<file path="src/mdi_regs.vh">
/*
  register map, field positions and timing counts of the motor driver i2c target.
  assumes a 20 MHz system clock; included by bare name.
*/
`ifndef MDI_REGS_VH
`define MDI_REGS_VH
`define MDI_TARGET_ADDR      7'h52
`define MDI_DEV_CTRL_ADDR    8'h02
`define MDI_NV_CTRL_ADDR     8'h03
`define MDI_SUPPLY_ADDR      8'h1A
`define MDI_UNLOCK_ADDR      8'h03
`define MDI_PARAM_FIRST      8'h20
`define MDI_PARAM_LAST       8'h2B
`define MDI_PARAM_COUNT      12
`define MDI_PROGRAM_KEY      8'hB6
`define MDI_STORE_BIT        6
`define MDI_RELOAD_BIT       5
`define MDI_UNLOCK_BIT       7
`define MDI_STORE_VALUE      8'h50
`define MDI_STORE_TIME_MS    24
`define MDI_CLOCK_KHZ        20000
`define MDI_STORE_CYCLES     (`MDI_STORE_TIME_MS * `MDI_CLOCK_KHZ)
`endif

</file>
<file path="src/mdi_nv_mem.v">
/*
  twelve byte nonvolatile store model with registered read data.
  assumes one write or one read per cycle, driven by the register core.
*/
`timescale 1ns/1ps
`default_nettype none
module mdi_nv_mem (
  input  wire       clock,
  input  wire       clkEn,
  input  wire       wrEn,
  input  wire [3:0] addr,
  input  wire [7:0] wrData,
  output reg  [7:0] rdData
);
  reg [7:0] cells [0:11];
  // write port and registered read port
  always @(posedge clock) begin
    if (clkEn) begin
      if (wrEn && addr < 4'hC) begin
        cells[addr] <= wrData;
      end
      rdData <= (addr < 4'hC) ? cells[addr] : 8'h00;
    end
  end
endmodule
`default_nettype wire

</file>
<file path="src/mdi_i2c_target.v">
/*
  i2c target with parameter registers and nonvolatile store and reload.
  assumes scl and sda come from pins, sampled at 20 MHz; the bus pulls sda up.
*/
// Behaviour
// - answer only target address 1010 010
// - parameter writes ignored while unlock clear
// - twelve parameters at 0x20 through 0x2B
// - motor logic uses live register contents
// - key discarded unless next write triggers store
// - store lasts 24 ms, then trigger self clears
// - registers load from store at power up
// - reload bit copies store, then self clears
// - store itself has no read path
// - reads return current register contents anytime
// - supply level code scales by 30 or 22.8 V/256
`timescale 1ns/1ps
`default_nettype none
`include "mdi_regs.vh"
module mdi_i2c_target #(
  parameter STORE_CYCLES = `MDI_STORE_CYCLES
) (
  input  wire        clock,
  input  wire        sys_rst,
  input  wire        clkEn,
  input  wire        sclIn,
  input  wire        sdaIn,
  output wire        sdaOut,
  output wire        sdaOe_n,
  input  wire [7:0]  supplyLevelReading,
  output wire [95:0] motorParams,
  output wire        storeBusy
);
  // bus engine states
  localparam ST_IDLE = 3'd0;
  localparam ST_ADDR = 3'd1;
  localparam ST_ACK  = 3'd2;
  localparam ST_WRX  = 3'd3;
  localparam ST_RDX  = 3'd4;
  localparam ST_RACK = 3'd5;

  // store and reload sequencer states
  localparam NV_IDLE  = 2'd0;
  localparam NV_LOAD  = 2'd1;
  localparam NV_STORE = 2'd2;

  // two flop synchronisers and edge history
  reg [1:0] sclSync_reg;
  reg [1:0] sdaSync_reg;
  reg       sclPrev_reg;
  reg       sdaPrev_reg;
  always @(posedge clock) begin
    if (sys_rst) begin
      sclSync_reg <= 2'h3;
      sdaSync_reg <= 2'h3;
      sclPrev_reg <= 1'b1;
      sdaPrev_reg <= 1'b1;
    end else if (clkEn) begin
      sclSync_reg <= {sclSync_reg[0], sclIn};
      sdaSync_reg <= {sdaSync_reg[0], sdaIn};
      sclPrev_reg <= sclSync_reg[1];
      sdaPrev_reg <= sdaSync_reg[1];
    end
  end
  // edges seen one cycle after the second flop
  wire scl       = sclSync_reg[1];
  wire sda       = sdaSync_reg[1];
  wire sclRise   = scl && !sclPrev_reg;
  wire sclFall   = !scl && sclPrev_reg;
  wire startCond = scl && sclPrev_reg && !sda && sdaPrev_reg;
  wire stopCond  = scl && sclPrev_reg && sda && !sdaPrev_reg;


  // register state
  reg [7:0]  params_reg [0:11];
  reg [7:0]  devCtrl_reg;
  // unlock gates parameter writes; key waits for the store bit
  reg        unlock_reg;
  reg        keyOk_reg;
  reg        storeTrig_reg;
  reg        reloadTrig_reg;
  // transfer engine
  reg [7:0]  regPtr_reg;
  reg        firstByte_reg;
  reg [2:0]  state_reg;
  reg [7:0]  shift_reg;
  reg [2:0]  bitCnt_reg;
  reg        readDir_reg;
  reg        ackDrive_reg;
  reg        dataDrive_reg;
  // store and reload sequencer
  reg [1:0]  nvState_reg;
  reg [3:0]  nvIdx_reg;
  reg        nvLoadWr_reg;
  reg [3:0]  nvLoadIdx_reg;
  reg [31:0] nvTimer_reg;


  // nonvolatile interface
  // cells are written in the first twelve cycles, then the timer runs
  wire       nvWrEn   = (nvState_reg == NV_STORE) && (nvTimer_reg == 32'h0) && (nvIdx_reg < 4'hC);
  wire [7:0] nvRdData;
  mdi_nv_mem nvMem (
    .clock  (clock),
    .clkEn  (clkEn),
    .wrEn   (nvWrEn),
    .addr   (nvIdx_reg),
    .wrData (params_reg[nvIdx_reg]),
    .rdData (nvRdData)
  );


  // read mux over current registers, store never read directly
  // reserved bits of the store control read as zero
  reg [7:0] readByte;
  always @* begin
    readByte = 8'h00;
    if (regPtr_reg >= `MDI_PARAM_FIRST && regPtr_reg <= `MDI_PARAM_LAST) begin
      readByte = params_reg[regPtr_reg[3:0] - 4'h0];
    end else if (regPtr_reg == `MDI_DEV_CTRL_ADDR) begin
      readByte = devCtrl_reg;
    end else if (regPtr_reg == `MDI_NV_CTRL_ADDR) begin
      readByte = {unlock_reg, storeTrig_reg, reloadTrig_reg, 5'h00};
    end else if (regPtr_reg == `MDI_SUPPLY_ADDR) begin
      readByte = supplyLevelReading;
    end
  end
  wire [3:0] paramIdx = regPtr_reg[3:0] + ((regPtr_reg[4]) ? 4'h0 : 4'h0);


  // data byte received from controller
  wire       byteDone  = sclRise && bitCnt_reg == 3'd7;
  wire [7:0] rxByte    = {shift_reg[6:0], sda};
  reg        wrStrobe;
  always @* begin
    wrStrobe = (state_reg == ST_WRX) && byteDone && !firstByte_reg;
  end


  // bus engine and register writes
  integer i;
  always @(posedge clock) begin
    if (sys_rst) begin
      state_reg      <= ST_IDLE;
      shift_reg      <= 8'h00;
      bitCnt_reg     <= 3'd0;
      readDir_reg    <= 1'b0;
      ackDrive_reg   <= 1'b0;
      dataDrive_reg  <= 1'b0;
      regPtr_reg     <= 8'h00;
      firstByte_reg  <= 1'b0;
      devCtrl_reg    <= 8'h00;
      unlock_reg     <= 1'b0;
      keyOk_reg      <= 1'b0;
      storeTrig_reg  <= 1'b0;
      reloadTrig_reg <= 1'b1; // load from store after power up
      nvState_reg    <= NV_IDLE;
      nvIdx_reg      <= 4'h0;
      nvLoadWr_reg   <= 1'b0;
      nvLoadIdx_reg  <= 4'h0;
      nvTimer_reg    <= 32'h0;
      for (i = 0; i < 12; i = i + 1) begin
        params_reg[i] <= 8'h00;
      end
    end else if (clkEn) begin
      // protocol
      if (stopCond) begin
        state_reg     <= ST_IDLE;
        ackDrive_reg  <= 1'b0;
        dataDrive_reg <= 1'b0;
      end else if (startCond) begin
        state_reg     <= ST_ADDR;
        bitCnt_reg    <= 3'd0;
        ackDrive_reg  <= 1'b0;
        dataDrive_reg <= 1'b0;
      end else begin
        case (state_reg)
          // shift in address or data bits on scl rise
          ST_ADDR, ST_WRX: begin
            if (sclRise) begin
              shift_reg  <= rxByte;
              bitCnt_reg <= bitCnt_reg + 3'd1;
            end
            if (byteDone && state_reg == ST_ADDR) begin
              if (rxByte[7:1] == `MDI_TARGET_ADDR) begin
                readDir_reg   <= rxByte[0];
                firstByte_reg <= !rxByte[0];
                state_reg     <= ST_ACK;
              end else begin
                state_reg <= ST_IDLE;
              end
            end else if (byteDone) begin
              state_reg <= ST_ACK;
              if (firstByte_reg) begin
                regPtr_reg    <= rxByte;
                firstByte_reg <= 1'b0;
              end else begin
                regPtr_reg <= regPtr_reg + 8'h01;
              end
            end
          end
          // ack slot, then hand over to write or read
          ST_ACK: begin
            if (sclFall && !ackDrive_reg) begin
              ackDrive_reg <= 1'b1;
            end else if (sclFall && ackDrive_reg) begin
              ackDrive_reg <= 1'b0;
              bitCnt_reg   <= 3'd0;
              if (readDir_reg) begin
                shift_reg     <= readByte;
                dataDrive_reg <= 1'b1;
                state_reg     <= ST_RDX;
              end else begin
                state_reg <= ST_WRX;
              end
            end
          end
          // read bits change after the synced scl fall
          ST_RDX: begin
            if (sclFall) begin
              shift_reg  <= {shift_reg[6:0], 1'b0};
              bitCnt_reg <= bitCnt_reg + 3'd1;
              if (bitCnt_reg == 3'd7) begin
                dataDrive_reg <= 1'b0;
                state_reg     <= ST_RACK;
              end
            end
          end
          // controller ack continues, nack ends the read
          ST_RACK: begin
            if (sclRise) begin
              if (sda) begin
                state_reg <= ST_IDLE;
              end else begin
                regPtr_reg <= regPtr_reg + 8'h01;
                state_reg  <= ST_ACK;
              end
            end
          end
          default: state_reg <= ST_IDLE;
        endcase
      end

      // register writes
      // a write to any other register forgets the key
      if (wrStrobe) begin
        keyOk_reg <= 1'b0;
        if (regPtr_reg >= `MDI_PARAM_FIRST && regPtr_reg <= `MDI_PARAM_LAST) begin
          if (unlock_reg) begin
            params_reg[paramIdx] <= rxByte;
          end
        end else if (regPtr_reg == `MDI_DEV_CTRL_ADDR) begin
          devCtrl_reg <= rxByte;
          keyOk_reg   <= (rxByte == `MDI_PROGRAM_KEY);
        end else if (regPtr_reg == `MDI_NV_CTRL_ADDR) begin
          unlock_reg <= rxByte[`MDI_UNLOCK_BIT];
          if (rxByte[`MDI_STORE_BIT] && keyOk_reg && nvState_reg == NV_IDLE) begin
            storeTrig_reg <= 1'b1;
            nvState_reg   <= NV_STORE;
            nvIdx_reg     <= 4'h0;
            nvTimer_reg   <= 32'h0;
          end
          if (rxByte[`MDI_RELOAD_BIT]) begin
            reloadTrig_reg <= 1'b1;
          end
        end
      end

      // nonvolatile sequencer
      // load strobe lags the memory read by one cycle
      nvLoadWr_reg  <= 1'b0;
      if (nvLoadWr_reg) begin
        params_reg[nvLoadIdx_reg] <= nvRdData;
      end
      case (nvState_reg)
        // reload waits until the write that requests it is over
        NV_IDLE: begin
          if (reloadTrig_reg && !(wrStrobe && regPtr_reg == `MDI_NV_CTRL_ADDR)) begin
            nvState_reg <= NV_LOAD;
            nvIdx_reg   <= 4'h0;
          end
        end
        // one cell a cycle, in address order
        NV_LOAD: begin
          nvLoadWr_reg  <= 1'b1;
          nvLoadIdx_reg <= nvIdx_reg;
          nvIdx_reg     <= nvIdx_reg + 4'h1;
          if (nvIdx_reg == 4'hB) begin
            nvState_reg    <= NV_IDLE;
            // a reload request in the last load cycle wins over the clear
            reloadTrig_reg <= wrStrobe && regPtr_reg == `MDI_NV_CTRL_ADDR &&
                              rxByte[`MDI_RELOAD_BIT]; // self clear
          end
        end
        // copy twelve cells, then hold busy for the program time
        NV_STORE: begin
          if (nvIdx_reg < 4'hC) begin
            nvIdx_reg <= nvIdx_reg + 4'h1;
          end else if (nvTimer_reg >= STORE_CYCLES - 1) begin
            nvState_reg   <= NV_IDLE;
            storeTrig_reg <= 1'b0; // self clear after program time
          end else begin
            nvTimer_reg <= nvTimer_reg + 32'h1;
          end
        end
        default: nvState_reg <= NV_IDLE;
      endcase
    end
  end


  // pin drive: oe low pulls the line
  // data bits change only after the synced clock fall
  wire txBit = dataDrive_reg ? shift_reg[7] : 1'b1;
  assign sdaOut  = 1'b0;
  assign sdaOe_n = !(ackDrive_reg || (dataDrive_reg && !txBit));


  // live parameters drive the motor logic
  genvar g;
  generate
    for (g = 0; g < 12; g = g + 1) begin : gParam
      assign motorParams[g*8 +: 8] = params_reg[g];
    end
  endgenerate
  // busy mirrors the store trigger bit
  assign storeBusy = storeTrig_reg;
endmodule
`default_nettype wire

</file>
<file path="config.mk">
export PLATFORM = sky130hd
export DESIGN_NAME = mdi_i2c_target
export DESIGN_NICKNAME = d
export VERILOG_FILES = /design/src/mdi_nv_mem.v /design/src/mdi_i2c_target.v
export VERILOG_INCLUDE_DIRS = /design/src /design/src/src
export SDC_FILE = /design/constraint.sdc
export NUM_CORES = 1
export LEC_CHECK = 0
export ABC_CLOCK_PERIOD_IN_PS = 3200
export BUFFER_PORTS_ARGS = -buffer_cell sky130_fd_sc_hd__buf_2
export CAP_MARGIN = 20
export CORE_UTILIZATION = 51
export CTS_CLUSTER_SIZE = 14
export DETAILED_ROUTE_END_ITERATION = 16
export GPL_ROUTABILITY_DRIVEN = 0
export GPL_TIMING_DRIVEN = 0
export PLACE_DENSITY = 0.67
export SLEW_MARGIN = 10
export SYNTH_ARGS = -nofsm -noshare
export SYNTH_HDL_FRONTEND = slang
export SYNTH_SLANG_ARGS = --single-unit
</file>
<file path="constraint.sdc">
create_clock -name clock -period 3.2 [get_ports clock]
set_input_delay 0.32 -clock clock [delete_from_list [all_inputs] [get_ports clock]]
set_output_delay 0.32 -clock clock [all_outputs]
set_load 0.05 [all_outputs]
</file>
==> flow_metrics.env <==
export IMPL_setup_viol=0
export IMPL_clockRootBuffer="clkbuf_16"
export IMPL_p_sw_mw=2.27
export IMPL_ir_worst_vdd_v=0.000395
export IMPL_clockBufferDepth=3
export IMPL_finalCritPeriodShare=0.960
export IMPL_syn2layout_area_growth_pct=14.2
export IMPL_placed_cell_area_sq_um=17600
export IMPL_required_ps=3420
export IMPL_largest_reg_flops=128
export IMPL_yosys_area_top_type="edfxtp_1"
export IMPL_clock_skew_ps=16.6
export IMPL_preCtsSetupSlack_ps=-487
export IMPL_tns_ps=0
export IMPL_grt_pass1_wl_um=74300
export IMPL_p_seq_frac=0.502
export IMPL_cap_violations=0
export IMPL_min_period_ps=3070
export IMPL_ys_top_cells_by_area="edfxtp_1, mux4_2, dfxtp_1"
export IMPL_end_kind="flop"
export IMPL_sw_frac_of_total=0.244
export IMPL_startpoint_type="flop"
export IMPL_fp_dieW_um=182
export IMPL_grt_util_all_layers=0.301
export IMPL_antenna_diode_count=0
export IMPL_syn_area_sq_um=16500
export IMPL_hold_viol=0
export IMPL_rsz0062_at_grt="no"
export IMPL_coreArea_sq_um=31700
export IMPL_synth_warnings=0
export IMPL_portBuffers=110
export IMPL_p_int_mw=7.03
export IMPL_grt_max_degree=17
export IMPL_grt_antenna_before_repair=1
export IMPL_clk_latency_ps=530
export IMPL_synth_avg_cell_area_sq_um=12.3
export IMPL_synth_common_cells="edfxtp_1, nand2_1, a22o_1"
export IMPL_yosysSeqAreaShare=0.537
export IMPL_synthArstFlopShare=0
export IMPL_p_total_mw=9.30
export IMPL_status="complete, no violations"
export IMPL_grt_pass1_vias=12262
export IMPL_ant_nets=0
export IMPL_postLayoutSetupSlackWorst_ps=129
export IMPL_pin_count=112
export IMPL_synthCells=1343
export IMPL_cts_sinks=327
export IMPL_dpl_cell_count=1859
export IMPL_max_freq_mhz=326
export IMPL_synth_top_cell_area_share=0.422
export IMPL_dieArea_sq_um=33100
export IMPL_netlist_cell_type_count=73
export IMPL_drt_pre_antenna_iters=6
export IMPL_drive_gt1_frac=0.217
export IMPL_clkPwrFrac=0.428
export IMPL_synth_ff_type="edfxtp_1"
export IMPL_slew_headroom=0.184
export IMPL_drcViolationCount=0
export IMPL_critPathArrivalTime_ps=3290
export IMPL_clk_pin_slew_ps=60
export IMPL_finalNetCount=1525
export IMPL_dp_hpwl_um=36600
export IMPL_row_count=65
export IMPL_htreeDepth=2
export IMPL_path_class="reg -> reg"
export IMPL_drt_first_iter_violations=1589
export IMPL_powerDensity_nw_per_um2=493
export IMPL_syn_nets=1368
export IMPL_hp_class="in -> reg"
export IMPL_vias=12721
export IMPL_hold_slack_ps=188
export IMPL_post_route_util=0.594
export IMPL_power_leakage_nw=6.57
export IMPL_wl_per_cell_um=25.7
export IMPL_synth_most_common_cell="edfxtp_1"
export IMPL_drt_total_wl_um=49600
export IMPL_viasPerCell=6.59
export IMPL_instances_no_fill=1930
export IMPL_slew_violations=0
export IMPL_cts_tree="yes"
export IMPL_die_h_um=182
export IMPL_start_util=0.521
export IMPL_synth_edf_count=232
export IMPL_cts_made_buffers=37
export IMPL_worstPathMaxFanout=12
export IMPL_yosys_register_bits=327
export IMPL_grt_remaining_overflow=0
export IMPL_worst_pin_slew_ps=1190
export IMPL_combinationalPowerShare=0.070
export IMPL_design_area_sq_um=18900
power groups by stage:
| stage | sequential, mW | clock, mW | combinational (mW) |
|---|---|---|---|
| after floorplan | 4.88 | 0 | 0.301 |
| after global placement | 4.75 | 0 | 0.632 |
| after detailed placement | 4.75 | 0 | 0.640 |
| after CTS | 4.66 | 4.00 | 0.644 |
| after global routing | 4.67 | 4.16 | 0.684 |
| final | 4.66 | 3.98 | 0.653 |
kinds of logic (layout without fill, tap and decap cells):
group                      Yosys count  after routing  share of synthesized area
AOI/OAI and AO/OA                  275            275                      0.125
xor gates and xnor gates             1              1                   0.000531
adders and majority gates           12             12                    0.00909
buffers and inverters              134            319                     0.0319
DFF                                327            327                      0.537
muxes                              142            142                      0.160
other                                1              1                   0.000227
and+or+nand+nor                    451            451                      0.136
worst max-delay path: stages, from the launching register on:
cell and delay [ps]:
dfxtp_1 300, clkbuf_1 340, buf_1 830, mux4_2 630
mux4_2 640
routing by layer:
layer	global-route usage	routed length (um)	vias to the layer above
met5	0	0	-
met4	0.0931	1470	0
met3	0.0746	5440	98
met2	0.470	22600	770
met1	0.416	20100	6276
li1	-	-	5577
timing repair:
action                                  4_1_cts  5_1_grt
endpoints found under the setup margin       59      109
hold buffers                                  2        0
cloned                                        0        0
resized for setup                             4       13
setup buffers                                 0        1
pin swaps                                     0        1
hold endpoints to repair                      2        0
cells in the final DEF, fill, tap and decap left out, types with 10 or more instances in the layout:
cell type | netlist | final
nor2b_1 | 19 | 19
nor3_1 | 15 | 15
inv_1 | 28 | 28
nand3_1 | 35 | 35
clkbuf_16 | 0 | 38
ha_1 | 12 | 12
nor3b_1 | 15 | 15
nand4_1 | 12 | 12
mux4_2 | 96 | 96
nand2b_1 | 18 | 18
o21ai_0 | 26 | 26
a22oi_1 | 10 | 10
mux2_2 | 13 | 13
nor2_1 | 97 | 90
edfxtp_1 | 232 | 232
dfxtp_1 | 95 | 95
mux2i_1 | 33 | 33
buf_1 | 10 | 10
a21oi_1 | 38 | 38
nand2_1 | 160 | 160
clkbuf_1 | 78 | 86
a211oi_1 | 26 | 26
a22o_1 | 99 | 99
nor4_1 | 19 | 12
o22ai_1 | 10 | 10
buf_2 | 13 | 123
area by class of cell:
| class | count | area [sq um] |
|---|---|---|
| Sequential cell | 327 | 8870 |
| Clock buffer | 49 | 1010 |
| Timing Repair Buffer | 118 | 623 |
| Inverter | 31 | 116 |
| Buffer | 103 | 412 |
| Fill cell | 2578 | 12900 |
| Tap cell | 402 | 503 |
| Clock inverter | 18 | 116 |
| Multi-Input combinational cell | 882 | 7200 |
path summary, 6_finish.rpt:
kind             start                  to  slack (ps)  cells past startpoint
max               flop  nvMem.cells[10][5]         130                      4
min              clkEn     nvMem.rdData[3]         190                      1
max reg2reg       flop  nvMem.cells[10][5]         130                      4
min reg2reg  keyOk_reg           keyOk_reg         460                      2
Note: power is estimated with default switching activity, not from simulation.
